===== src/core/cwr_pkg.sv =====
// Package for the CAN selective-wake clock recovery block.
// Holds register offsets, field layouts, reset values and timing constants.
package cwr_pkg;
  // AXI4-Lite byte offsets
  localparam logic [7:0] CWR_OFS_CTRL1 = 8'h00;   // recovery_control_one
  localparam logic [7:0] CWR_OFS_CTRL2 = 8'h04;   // recovery_control_two
  localparam logic [7:0] CWR_OFS_QUANTA = 8'h08;  // bit_quanta_count
  localparam logic [7:0] CWR_OFS_SAMPLE = 8'h0c;  // sample_point_setting
  localparam logic [7:0] CWR_OFS_LIM_HI = 8'h10;  // recovery_upper_limit
  localparam logic [7:0] CWR_OFS_LIM_LO = 8'h14;  // recovery_lower_limit
  localparam logic [7:0] CWR_OFS_MODE = 8'h18;    // can mode and power mode
  localparam logic [7:0] CWR_OFS_STATUS = 8'h1c;  // recovered quanta, state
  localparam logic [7:0] CWR_OFS_IRQ_ST = 8'h20;  // sticky events, w1c
  localparam logic [7:0] CWR_OFS_IRQ_MASK = 8'h24;
  localparam logic [7:0] CWR_OFS_WAKE = 8'h28;    // wake event request

  // Field positions
  localparam int CWR_BIT_ENABLE = 0;
  localparam int CWR_BIT_FILT_LO = 1;             // ctrl1 [2:1] filter
  localparam int CWR_BIT_SLEEP = 3;               // mode reg bit 3: 1 sleep, 0 stop
  localparam int CWR_NUM_IRQ = 4;
  localparam int CWR_IRQ_WAKE = 0;
  localparam int CWR_IRQ_SILENCE = 1;
  localparam int CWR_IRQ_LIMIT = 2;
  localparam int CWR_IRQ_BADCFG = 3;

  // Reset values
  localparam logic [2:0] CWR_CAN_OFF = 3'h0;
  localparam logic [7:0] CWR_RST_QUANTA = 8'h28;
  localparam logic [5:0] CWR_RST_SAMPLE = 6'h33;
  localparam logic [7:0] CWR_RST_LIM_HI = 8'h2c;
  localparam logic [7:0] CWR_RST_LIM_LO = 8'h24;
  localparam logic [1:0] CWR_RST_OSC_SEL = 2'h0;

  // Timing
  localparam int CWR_CLK_MHZ = 100;
  localparam int CWR_SILENCE_MS = 600;            // least 0.6 s, rounded up
  localparam int CWR_SILENCE_CYC = CWR_SILENCE_MS * 1000 * CWR_CLK_MHZ;
  localparam int CWR_WAKE_US = 100;               // longest reaction, rounded down
  localparam int CWR_WAKE_CYC = CWR_WAKE_US * CWR_CLK_MHZ;
  localparam int CWR_BIT_MIN_NS = 1000;           // 1 Mbit/s
  localparam int CWR_BIT_MIN_CYC = CWR_BIT_MIN_NS * CWR_CLK_MHZ / 1000;

  typedef struct packed {
    logic enable;
    logic [1:0] filter;
    logic [1:0] osc_sel;
    logic [7:0] quanta;
    logic [5:0] sample;
    logic [7:0] lim_hi;
    logic [7:0] lim_lo;
  } cwr_cfg_s;

  typedef struct packed {
    logic [7:0] recovered;
    logic limit_hit;
  } cwr_stat_s;
endpackage : cwr_pkg


===== src/core/cwr_tracker.sv =====
// Bit-time tracker: measures recessive-to-dominant edge spacing on the
// synchronised receive line and steers the recovered quanta per bit.
// Assumes rx is already synchronised to sys_clk.
`timescale 1ns/100ps
`default_nettype none
module cwr_tracker
  import cwr_pkg::*;
#(
  parameter int ACC_W = 20
) (
  input wire logic sys_clk,        // system clock
  input wire logic resetn,         // synchronous reset, low active
  input wire logic rx,             // synchronised bus level, 0 dominant
  input wire cwr_pkg::cwr_cfg_s cfg, // configuration
  output cwr_pkg::cwr_stat_s stat, // recovered quanta and limit pulse
  output logic sample_tick         // one pulse per bit at the sample point
);
  initial begin
    if (ACC_W < 16) $error("ACC_W too small");
  end

  logic [ACC_W-1:0] span_q;
  logic [ACC_W-1:0] pos_q;
  logic [7:0] rec_q;
  logic rx_q;
  logic limit_q;
  logic tick_q;

  // Clocks per quantum set by oscillator division
  wire [3:0] clk_per_tq = 4'h1 << cfg.osc_sel;
  wire [ACC_W-1:0] bit_clks = ACC_W'(rec_q) * ACC_W'(clk_per_tq);
  wire [ACC_W-1:0] sp_clks = ACC_W'((bit_clks * ACC_W'(cfg.sample)) >> 6);
  wire fall = rx_q & ~rx;
  // Measured bits spanned, rounded, over a falling edge pair
  wire [ACC_W-1:0] nbits = (bit_clks == '0) ? '0 : (span_q + (bit_clks >> 1)) / bit_clks;
  wire [ACC_W-1:0] meas = (nbits == '0) ? '0 : span_q / (nbits * ACC_W'(clk_per_tq));
  wire [7:0] meas_q8 = (meas > ACC_W'(8'hff)) ? 8'hff : meas[7:0];
  wire [7:0] filt_step = 8'h1 << cfg.filter;
  wire [7:0] step_up = (meas_q8 - rec_q > filt_step) ? filt_step : meas_q8 - rec_q;
  wire [7:0] step_dn = (rec_q - meas_q8 > filt_step) ? filt_step : rec_q - meas_q8;
  wire [7:0] next_rec = (meas_q8 > rec_q) ? rec_q + step_up :
                        (meas_q8 < rec_q) ? rec_q - step_dn : rec_q;
  wire over = (next_rec >= cfg.lim_hi) || (next_rec <= cfg.lim_lo);
  wire update = cfg.enable && fall && (nbits != '0) && (nbits < ACC_W'(6));

  always_ff @(posedge sys_clk) begin
    rx_q <= rx;
    limit_q <= 1'b0;
    if (!resetn) begin
      span_q <= '0;
      rec_q <= CWR_RST_QUANTA;
      rx_q <= 1'b1;
    end else if (!cfg.enable) begin
      rec_q <= cfg.quanta;
      span_q <= '0;
    end else begin
      // Restart at one so the span held at the next edge is the full edge spacing
      span_q <= fall ? ACC_W'(1) : span_q + 1'b1;
      if (update) begin
        if (over) begin
          rec_q <= cfg.quanta;
          limit_q <= 1'b1;
        end else begin
          rec_q <= next_rec;
        end
      end
    end
  end

  // Sample position inside each bit, resynchronised on every falling edge
  always_ff @(posedge sys_clk) begin
    tick_q <= 1'b0;
    if (!resetn || fall) begin
      pos_q <= '0;
    end else if (pos_q + 1'b1 >= bit_clks) begin
      pos_q <= '0;
    end else begin
      pos_q <= pos_q + 1'b1;
      tick_q <= (pos_q == sp_clks);
    end
  end

  assign stat.recovered = rec_q;
  assign stat.limit_hit = limit_q;
  assign sample_tick = tick_q;
endmodule : cwr_tracker
`default_nettype wire


===== src/core/cwr_top.sv =====
// Clock recovery stage of the CAN selective-wake decoder, with AXI4-Lite
// register access, bus silence timer and wake reaction outputs.
// Assumes wake_req arrives from the frame matcher on sys_clk; can_rx is a pin.
// Overview of operation
// - single enable bit switches recovery on/off
// - measure bit stream, retune decoder timing
// - limit reached reloads programmed quanta
// - sample point default near eighty percent
// - bus silence timeout between 0.6 and 1.2s
// - react to wake within 100 us
// - wake: interrupt in Stop, regulator in Sleep
// - handle bit times down to 1 us
// - quanta per bit scaled by osc division
`timescale 1ns/100ps
`default_nettype none
module cwr_top
  import cwr_pkg::*;
#(
  parameter int SILENCE_CYC = CWR_SILENCE_CYC,
  parameter int WAKE_CYC = CWR_WAKE_CYC
) (
  input wire logic sys_clk,          // 100 MHz system clock
  input wire logic resetn,           // synchronous reset, low active
  input wire logic can_rx,           // CAN receive pin, 0 dominant
  input wire logic wake_req,         // valid wake pattern or frame seen (pulse)
  output logic wake_int,             // wake interrupt pin in Stop mode
  output logic regulator_restart,    // restart main_regulator_output from Sleep
  output logic bus_silent,           // bus inactive for the silence timeout
  output logic irq,                  // level interrupt
  input wire logic [31:0] s_axi_awaddr,  // write address
  input wire logic s_axi_awvalid,    // write address valid
  output logic s_axi_awready,        // write address ready
  input wire logic [31:0] s_axi_wdata,   // write data
  input wire logic [3:0] s_axi_wstrb,    // write strobes
  input wire logic s_axi_wvalid,     // write data valid
  output logic s_axi_wready,         // write data ready
  output logic [1:0] s_axi_bresp,    // write response
  output logic s_axi_bvalid,         // write response valid
  input wire logic s_axi_bready,     // write response ready
  input wire logic [31:0] s_axi_araddr,  // read address
  input wire logic s_axi_arvalid,    // read address valid
  output logic s_axi_arready,        // read address ready
  output logic [31:0] s_axi_rdata,   // read data
  output logic [1:0] s_axi_rresp,    // read response
  output logic s_axi_rvalid,         // read data valid
  input wire logic s_axi_rready      // read data ready
);
  initial begin
    if (SILENCE_CYC < 2 || WAKE_CYC < 2) $error("timing counts too small");
    if (CWR_BIT_MIN_CYC < 16) $error("clock too slow for 1 us bits");
    if (CWR_RST_QUANTA <= CWR_RST_LIM_LO || CWR_RST_QUANTA >= CWR_RST_LIM_HI) $error("reset quanta off limits");
  end

  // Configuration registers
  cwr_cfg_s cfg_q;
  logic [2:0] can_mode_q;
  logic sleep_q;
  logic [CWR_NUM_IRQ-1:0] irq_st_q;
  logic [CWR_NUM_IRQ-1:0] irq_mask_q;
  cwr_stat_s stat;
  logic sample_tick;

  // Pin synchroniser: only rx_s2 is read by logic
  logic rx_s1;
  logic rx_s2;
  always_ff @(posedge sys_clk) begin
    if (!resetn) begin
      rx_s1 <= 1'b1;
      rx_s2 <= 1'b1;
    end else begin
      rx_s1 <= can_rx;
      rx_s2 <= rx_s1;
    end
  end

  cwr_tracker #(.ACC_W(20)) u_track (
    .sys_clk(sys_clk),
    .resetn(resetn),
    .rx(rx_s2),
    .cfg(cfg_q),
    .stat(stat),
    .sample_tick(sample_tick)
  );

  // AXI4-Lite write path: address and data latched in either order
  logic aw_hold_q;
  logic w_hold_q;
  logic [7:0] aw_q;
  logic [31:0] wd_q;
  logic [3:0] ws_q;
  wire aw_take = s_axi_awvalid & s_axi_awready;
  wire w_take = s_axi_wvalid & s_axi_wready;
  wire wr_go = aw_hold_q & w_hold_q & ~s_axi_bvalid;
  wire wr_ctrl1 = wr_go && aw_q == CWR_OFS_CTRL1;
  wire wr_ctrl2 = wr_go && aw_q == CWR_OFS_CTRL2;
  wire wr_quanta = wr_go && aw_q == CWR_OFS_QUANTA;
  wire wr_sample = wr_go && aw_q == CWR_OFS_SAMPLE;
  wire wr_lim_hi = wr_go && aw_q == CWR_OFS_LIM_HI;
  wire wr_lim_lo = wr_go && aw_q == CWR_OFS_LIM_LO;
  wire wr_mode = wr_go && aw_q == CWR_OFS_MODE;
  wire wr_irq_st = wr_go && aw_q == CWR_OFS_IRQ_ST;
  wire wr_irq_mask = wr_go && aw_q == CWR_OFS_IRQ_MASK;
  wire wr_wake = wr_go && aw_q == CWR_OFS_WAKE;
  wire wr_hit = wr_ctrl1 | wr_ctrl2 | wr_quanta | wr_sample | wr_lim_hi | wr_lim_lo | wr_mode |
                wr_irq_st | wr_irq_mask | wr_wake | (wr_go && aw_q == CWR_OFS_STATUS);
  wire lane0 = ws_q[0];

  // Each half waits in its holding register until the other has arrived
  always_ff @(posedge sys_clk) begin
    if (!resetn || wr_go) begin
      aw_hold_q <= 1'b0;
      w_hold_q <= 1'b0;
    end else begin
      aw_hold_q <= aw_hold_q | aw_take;
      w_hold_q <= w_hold_q | w_take;
    end
  end

  always_ff @(posedge sys_clk) begin
    if (!resetn) begin
      aw_q <= 8'h00;
      wd_q <= 32'h0000_0000;
      ws_q <= 4'h0;
    end else begin
      if (aw_take) aw_q <= {s_axi_awaddr[7:2], 2'h0};
      if (w_take) begin
        wd_q <= s_axi_wdata;
        ws_q <= s_axi_wstrb;
      end
    end
  end

  // Ready stays low until the response is taken, so one write at a time
  always_ff @(posedge sys_clk) begin
    if (!resetn) begin
      s_axi_awready <= 1'b0;
      s_axi_wready <= 1'b0;
      s_axi_bvalid <= 1'b0;
      s_axi_bresp <= 2'h0;
    end else begin
      s_axi_awready <= ~aw_hold_q & ~aw_take & ~s_axi_bvalid & ~wr_go;
      s_axi_wready <= ~w_hold_q & ~w_take & ~s_axi_bvalid & ~wr_go;
      if (wr_go) begin
        s_axi_bvalid <= 1'b1;
        s_axi_bresp <= wr_hit ? 2'h0 : 2'h2;
      end else if (s_axi_bvalid && s_axi_bready) begin
        s_axi_bvalid <= 1'b0;
      end
    end
  end

  // Register stores; only byte lane 0 carries data in every register
  always_ff @(posedge sys_clk) begin
    if (!resetn) begin
      cfg_q.enable <= 1'b0;
      cfg_q.filter <= 2'h0;
      cfg_q.osc_sel <= CWR_RST_OSC_SEL;
      cfg_q.quanta <= CWR_RST_QUANTA;
      cfg_q.sample <= CWR_RST_SAMPLE;
      cfg_q.lim_hi <= CWR_RST_LIM_HI;
      cfg_q.lim_lo <= CWR_RST_LIM_LO;
    end else if (lane0) begin
      if (wr_ctrl1) begin
        cfg_q.enable <= wd_q[CWR_BIT_ENABLE];
        cfg_q.filter <= wd_q[CWR_BIT_FILT_LO+:2];
      end
      if (wr_ctrl2) cfg_q.osc_sel <= wd_q[1:0];
      if (wr_quanta) cfg_q.quanta <= wd_q[7:0];
      if (wr_sample) cfg_q.sample <= wd_q[5:0];
      if (wr_lim_hi) cfg_q.lim_hi <= wd_q[7:0];
      if (wr_lim_lo) cfg_q.lim_lo <= wd_q[7:0];
    end
  end

  // Mode is only watched here, for the wake target and the enable guard
  always_ff @(posedge sys_clk) begin
    if (!resetn) begin
      can_mode_q <= CWR_CAN_OFF;
      sleep_q <= 1'b0;
    end else if (lane0 && wr_mode) begin
      can_mode_q <= wd_q[2:0];
      sleep_q <= wd_q[CWR_BIT_SLEEP];
    end
  end

  always_ff @(posedge sys_clk) begin
    if (!resetn) begin
      irq_mask_q <= '0;
    end else if (lane0 && wr_irq_mask) begin
      irq_mask_q <= wd_q[CWR_NUM_IRQ-1:0];
    end
  end

  // Bus silence timer, restarted by any dominant level
  logic [$clog2(SILENCE_CYC+1)-1:0] sil_cnt_q;
  logic silent_q;
  wire sil_done = sil_cnt_q == ($clog2(SILENCE_CYC+1))'(SILENCE_CYC - 1);
  always_ff @(posedge sys_clk) begin
    if (!resetn || !rx_s2) begin
      sil_cnt_q <= '0;
      silent_q <= 1'b0;
    end else if (!silent_q) begin
      sil_cnt_q <= sil_cnt_q + 1'b1;
      silent_q <= sil_done;
    end
  end

  // Wake reaction: outputs follow request within a few cycles, far inside the bound
  logic wake_int_q;
  logic regulator_q;
  wire wake_evt = wake_req | (wr_wake & lane0 & wd_q[0]);
  always_ff @(posedge sys_clk) begin
    if (!resetn) begin
      wake_int_q <= 1'b0;
    end else begin
      wake_int_q <= wake_evt & ~sleep_q;
    end
  end

  always_ff @(posedge sys_clk) begin
    if (!resetn) begin
      regulator_q <= 1'b0;
    end else begin
      regulator_q <= wake_evt & sleep_q;
    end
  end

  // Sticky event flags; a set in the same cycle wins over the write-one clear
  wire [CWR_NUM_IRQ-1:0] ev_set;
  assign ev_set[CWR_IRQ_WAKE] = wake_evt;
  assign ev_set[CWR_IRQ_SILENCE] = sil_done & ~silent_q & rx_s2;
  assign ev_set[CWR_IRQ_LIMIT] = stat.limit_hit;
  assign ev_set[CWR_IRQ_BADCFG] = wr_ctrl1 & lane0 & (can_mode_q != CWR_CAN_OFF);
  wire [CWR_NUM_IRQ-1:0] ev_clr = (wr_irq_st & lane0) ? wd_q[CWR_NUM_IRQ-1:0] : '0;
  wire [CWR_NUM_IRQ-1:0] irq_st_d = (irq_st_q & ~ev_clr) | ev_set;
  always_ff @(posedge sys_clk) begin
    if (!resetn) begin
      irq_st_q <= '0;
    end else begin
      irq_st_q <= irq_st_d;
    end
  end

  // Built from the next status so the pin follows a clear without a lag
  always_ff @(posedge sys_clk) begin
    if (!resetn) begin
      irq <= 1'b0;
    end else begin
      irq <= |(irq_st_d & irq_mask_q);
    end
  end

  // Read path
  logic [31:0] rd_mux;
  wire [7:0] ra = {s_axi_araddr[7:2], 2'h0};
  always_comb begin
    rd_mux = 32'h0000_0000;
    unique case (ra)
      CWR_OFS_CTRL1: rd_mux[2:0] = {cfg_q.filter, cfg_q.enable};
      CWR_OFS_CTRL2: rd_mux[1:0] = cfg_q.osc_sel;
      CWR_OFS_QUANTA: rd_mux[7:0] = cfg_q.quanta;
      CWR_OFS_SAMPLE: rd_mux[5:0] = cfg_q.sample;
      CWR_OFS_LIM_HI: rd_mux[7:0] = cfg_q.lim_hi;
      CWR_OFS_LIM_LO: rd_mux[7:0] = cfg_q.lim_lo;
      CWR_OFS_MODE: rd_mux[3:0] = {sleep_q, can_mode_q};
      CWR_OFS_STATUS: rd_mux[9:0] = {silent_q, rx_s2, stat.recovered};
      CWR_OFS_IRQ_ST: rd_mux[CWR_NUM_IRQ-1:0] = irq_st_q;
      CWR_OFS_IRQ_MASK: rd_mux[CWR_NUM_IRQ-1:0] = irq_mask_q;
      default: rd_mux = 32'h0000_0000;
    endcase
  end
  wire rd_hit = ra <= CWR_OFS_WAKE;
  wire ar_take = s_axi_arvalid & s_axi_arready;

  // No new address is taken while read data waits for the master
  always_ff @(posedge sys_clk) begin
    if (!resetn) begin
      s_axi_arready <= 1'b0;
    end else begin
      s_axi_arready <= ~s_axi_rvalid & ~ar_take;
    end
  end

  always_ff @(posedge sys_clk) begin
    if (!resetn) begin
      s_axi_rvalid <= 1'b0;
      s_axi_rdata <= 32'h0000_0000;
      s_axi_rresp <= 2'h0;
    end else if (ar_take) begin
      s_axi_rvalid <= 1'b1;
      s_axi_rdata <= rd_mux;
      s_axi_rresp <= rd_hit ? 2'h0 : 2'h2;
    end else if (s_axi_rvalid && s_axi_rready) begin
      s_axi_rvalid <= 1'b0;
    end
  end

  assign wake_int = wake_int_q;
  assign regulator_restart = regulator_q;
  assign bus_silent = silent_q;
endmodule : cwr_top
`default_nettype wire


===== config.mk =====
export PLATFORM = sky130hd
export DESIGN_NAME = cwr_top
export DESIGN_NICKNAME = d
export VERILOG_FILES = /design/src/core/cwr_pkg.sv /design/src/core/cwr_tracker.sv /design/src/core/cwr_top.sv
export SDC_FILE = /design/constraint.sdc
export NUM_CORES = 1
export LEC_CHECK = 0
export BUFFER_PORTS_ARGS = -buffer_cell sky130_fd_sc_hd__buf_2
export CAP_MARGIN = 10
export CORE_MARGIN = 2
export CORE_UTILIZATION = 50
export CTS_BUF_LIST = sky130_fd_sc_hd__clkbuf_8
export DETAILED_ROUTE_END_ITERATION = 8
export PLACE_DENSITY = 0.72
export RECOVER_POWER = 100
export SLEW_MARGIN = 25
export SYNTH_ARGS = -nofsm -noshare
export SYNTH_HDL_FRONTEND = slang
export SYNTH_HIERARCHICAL = 1
export SYNTH_SLANG_ARGS = --single-unit

===== constraint.sdc =====
create_clock -name sys_clk -period 215.8 [get_ports sys_clk]
set_clock_uncertainty 0.1 [all_clocks]
set_input_delay 43.16 -clock sys_clk [delete_from_list [all_inputs] [get_ports sys_clk]]
set_output_delay 43.16 -clock sys_clk [all_outputs]
set_load 0.005 [all_outputs]

==> results of run 1 <==
-- worst max-delay path, delay by kind of cell (launching register included) --
kind / cells / cell delay (ps)
AO/OA/AOI/OAI: 336 / 75290
AND/OR/NAND/NOR: 151 / 29660
XOR/XNOR: 2 / 580
adder cells (fa/ha/maj): 51 / 17090
buffers and inverters: 23 / 2570
multiplexers: 8 / 2870
flip-flops: 1 / 900
-- stage by stage --
step,setup slack [ps],util,cells,instance area (µm²)
detailed placement,90800,0.522,5089,32300
floorplan,108140,-,4336,31400
finish,86300,0.527,5121,32600
global route,75320,0.527,5121,32600
global placement,92110,0.522,5089,32300
CTS,90190,0.528,5121,32700
-- cell type report --
type | instances | area share
Clock buffer | 19 | 0.00802
Multi-Input combinational cell | 3793 | 0.826
Sequential cell | 143 | 0.0878
Inverter | 227 | 0.0263
Clock inverter | 13 | 0.00388
Tap cell | 837 | 0.0321
Timing Repair Buffer | 89 | 0.0159
-- sequential cells by signal, summed over array words and instances, names as in the netlist, 3 cells and up --
name,cells
aw_q,6
can_mode_q,3
cfg_q,35
irq_mask_q,4
irq_st_q,4
s_axi_rdata,10
sil_cnt_q,26
u_track/rec_q,8
u_track/span_q,20
wd_q,8
-- how the worst min path moves through the flow --
stage	from	endpoint	slack, ps
detailed placement	rx_s1$_SDFF_PN1_	rx_s2$_SDFF_PN1_	300
CTS	rx_s1$_SDFF_PN1_	rx_s2$_SDFF_PN1_	310
global route	rx_s1$_SDFF_PN1_	rx_s2$_SDFF_PN1_	350
global placement	rx_s1$_SDFF_PN1_	rx_s2$_SDFF_PN1_	290
finish	rx_s1$_SDFF_PN1_	rx_s2$_SDFF_PN1_	310
floorplan	rx_s1$_SDFF_PN1_	rx_s2$_SDFF_PN1_	290
-- layer usage --
| layer | vias up | routed length, µm | global-route usage | part of all wire |
|---|---|---|---|---|
| li1 | 15657 | - | - | - |
| met1 | 14634 | 40900 | 0.359 | 0.46 |
| met2 | 871 | 41000 | 0.464 | 0.46 |
| met3 | 174 | 4350 | 0.0183 | 0.049 |
| met4 | 0 | 2690 | 0.0822 | 0.030 |
| met5 | - | 0 | 0 | 0 |
==> flow_summary.toml, run 1 <==
[final_layout]
area_growth_pct = 4.12
multi_input_area_um2 = 26900
finalNetCount = 4920
num-fill-cells = 6087
drive_above_1_share = 0.0651
seq_area_um2 = 2860
n_antenna_cell = 0
mostFrequentLayoutCell = "ha_1"
final_cell_mix = "ha_1 (490), nor2_1 (410), nand2_1 (405)"

[worst_setup_path]
slowest_stage = "o211ai_1"
max_stage_delay_ps = 920
r2r_cells = 571
path_max_fanout = 32
r2r_slack_ps = 86300
r2r-end = "u_track/rec_q[5]$_SDFFE_PN1P_"
startpoint = "cfg_q[31]$_SDFFE_PN0P_"
cp-end-kind = "flip-flop"
cp_common_cell = "o21a_1"
start_kind = "flip-flop"
cp.required_ps = 215940
endpoint = "u_track/rec_q[5]$_SDFFE_PN1P_"
arrival_ps = 129640
worstSetupPathType = "reg2reg"
r2r_start = "cfg_q[31]$_SDFFE_PN0P_"

[floorplan]
start_util = 0.507
ioPinCount = 154
dieWidth_um = 254
row_count = 91
die_h_um = 254
die-area_um2 = 64700
coreArea_um2 = 61800

[cts]
h-tree-depth = 4
hold_buffers = 0
clock_sinks = 143
clk_pin_slew_ps = 80
root_buffer = "clkbuf_8"
clk_latency_ps = 470
numCtsBuffers = 17
cts-resized-gates = 0
clk_path_buf_depth = 2
cts_tree = "built"
cts_setup_buffers = 0

[timing]
tightestPinTransition_ps = 2840
rsz0062_at_grt = "false"
fin_hold_ws_ps = 312
hold_violations = 0
slew_headroom = -0.892
min_period_ps = 129500
post-route-period-util = 0.600
setup_violations = 0
tns_ps = 0
drv_slew = 133
fmax_mhz = 7.72

[global_routing]
gr-usage-all-layers = 0.270
antenna_found_initial = 2
grt_max_degree = 65
grt_remaining_overflow = 0
grt_pass1_vias = 28813
grt_pass1_wl_um = 144000

[placed_design]
dp_hpwl_um = 70400
gp_congestion = 0.946
io_buffers = 50

[route]
wl_per_cell_um = 17.4
dr.pass1.iters = 6
finalWirelength_um = 89000
drtIter0Drc = 2284
via_per_inst = 6.12
ant_nets = 0
drcViolationCount = 0
vias = 31336

[run_status]
status = "finished with violations"
violations = "max-capacitance violations, max-slew violations"

[synth]
syn-cell-area_um2 = 31300
syn_area_per_cell_um2 = 7.27
synth_warnings = 6
synthCells = 4309

[min_path]
hp-class = "reg2reg"
min_path_cells = 1

[flow_run]
maxCapViolations = 3
Power of run 1 is not shown: default switching activity piles up to over one toggle a cycle in this logic, so the estimate is an artifact.
==> run 2: changes to the inputs <==
ABC_AREA = 1   (was unset)
clock period = 134 ns   (was 215.8 ns; I/O delays follow)
==> run 2 against run 1 <==
  * The flow still finishes with violations (max-capacitance violations, max-slew violations)
  * Global-route usage is 2.1 points lower
  * Non-clock buffer count is 17 lower
  * First-iteration DRC count is 17% lower
  * Die area is 2.2% lower
  * Via count is 2.4% lower
  * Count of clock-buffer cells in the layout is 2 lower
  * Final area is 2.0% lower
  * Final cell count is 12% higher
  * Maximum frequency is 8.9% higher
  * Synthesized cell count is 14% higher
  * Area after synthesis is 2.3% lower
  * Worst hold slack better by 21 ps
==> flow_summary.toml, run 2 <==
[run_status]
status = "finished with violations"
violations = "max-capacitance violations, max-slew violations"

[route]
ant_nets = 0
wl_per_cell_um = 13.7
vias = 30575
dr.pass1.iters = 5
finalWirelength_um = 78700
drcViolationCount = 0
via_per_inst = 5.34
drtIter0Drc = 1900

[cts]
numCtsBuffers = 17
cts_tree = "built"
h-tree-depth = 4
hold_buffers = 0
clk_latency_ps = 490
clk_path_buf_depth = 2
cts_setup_buffers = 0
cts-resized-gates = 0
clock_sinks = 143
clk_pin_slew_ps = 100
root_buffer = "clkbuf_8"

[worst_setup_path]
cp_common_cell = "nand2_1"
slowest_stage = "nor2_1"
r2r_start = "cfg_q[31]$_SDFFE_PN0P_"
startpoint = "cfg_q[31]$_SDFFE_PN0P_"
max_stage_delay_ps = 1190
r2r_cells = 750
start_kind = "flip-flop"
cp.required_ps = 134320
path_max_fanout = 25
cp-end-kind = "flip-flop"
worstSetupPathType = "reg2reg"
arrival_ps = 119210

[final_layout]
area_growth_pct = 4.39
final_util = 0.528
finalNetCount = 5579
largest_register_ffs = 35
largest_register = "cfg_q"
drive_above_1_share = 0.0635
stdcell_count = 5726
reg_top3 = "cfg_q (35), sil_cnt_q (26), u_track/span_q (20)"
mostFrequentLayoutCell = "nand2_1"
final_cell_mix = "nand2_1 (1133), inv_1 (766), ha_1 (490)"

[timing]
slew_headroom = -0.881
min_period_ps = 118890
tns_ps = 0
setup_violations = 0
hold_violations = 0
fmax_mhz = 8.41
finalWorstSetupSlack_ps = 15110
rsz0062_at_grt = "false"
drv_slew = 95
post-route-period-util = 0.887
tightestPinTransition_ps = 2820

[floorplan]
dieWidth_um = 251
start_util = 0.506
ioPinCount = 154
die_h_um = 251
die-area_um2 = 63200
row_count = 90
coreArea_um2 = 60500

[synth]
syn_area_per_cell_um2 = 6.21
synth_warnings = 6
synthCells = 4927
syn-cell-area_um2 = 30600

[global_routing]
antenna_found_initial = 2
gr-usage-all-layers = 0.248
grt_max_degree = 70
grt_remaining_overflow = 0
grt_pass1_vias = 28081
grt_pass1_wl_um = 133000

[placed_design]
gp_congestion = 0.928
dp_hpwl_um = 64100
dpl.cell_count = 5693
io_buffers = 50
post-place-ws_ps = 17660

[min_path]
min_path_cells = 1
hp-class = "reg2reg"
hold_start = "rx_s1$_SDFF_PN1_"

[flow_run]
maxCapViolations = 2
-- run 2: cell type report --
type                            instances  area (µm²)
Timing Repair Buffer                   72         405
Inverter                              807        3030
Clock inverter                         15         219
Fill cell                            6193       28500
Antenna cell                            1        2.50
Tap cell                              782         978
Clock buffer                           17         234
Sequential cell                       143        2860
Multi-Input combinational cell       3889       24200
-- run 2: final timing paths --
kind                                        end  slack, ps
setup / recovery  u_track/rec_q[4]$_SDFFE_PN0P_      15110
hold / removal                 rx_s2$_SDFF_PN1_        330
setup reg to reg  u_track/rec_q[4]$_SDFFE_PN0P_      15110
hold reg to reg                rx_s2$_SDFF_PN1_        330
-- run 2: critical path: cells and delay by family (launching register included) --
family                   cells  cell delay, ps
adder cells (fa/ha/maj)     53           17530
AO/OA/AOI/OAI              278           52450
flip-flops                   1             460
buffers and inverters      143           14850
XOR/XNOR                     3             780
AND/OR/NAND/NOR            329           39460
multiplexers                 1             390
-- run 2: per-layer routing --
metal,vias to the layer above,part of all wire,global-route usage
met2,659,0.44,0.416
li1,16005,-,-
met4,2,0.025,0.0709
met1,13789,0.49,0.339
met3,120,0.050,0.0234
met5,-,0.00011,0
-- run 2: per-stage QoR --
step	instance area, µm²	hold WS (ps)
3_5_place_dp	31500	300
3_3_place_gp	31500	294
5_1_grt	31900	352
4_1_cts	32000	330
6_report	31900	333
2_1_floorplan	30700	293
Power of run 2 is left out for the same reason.
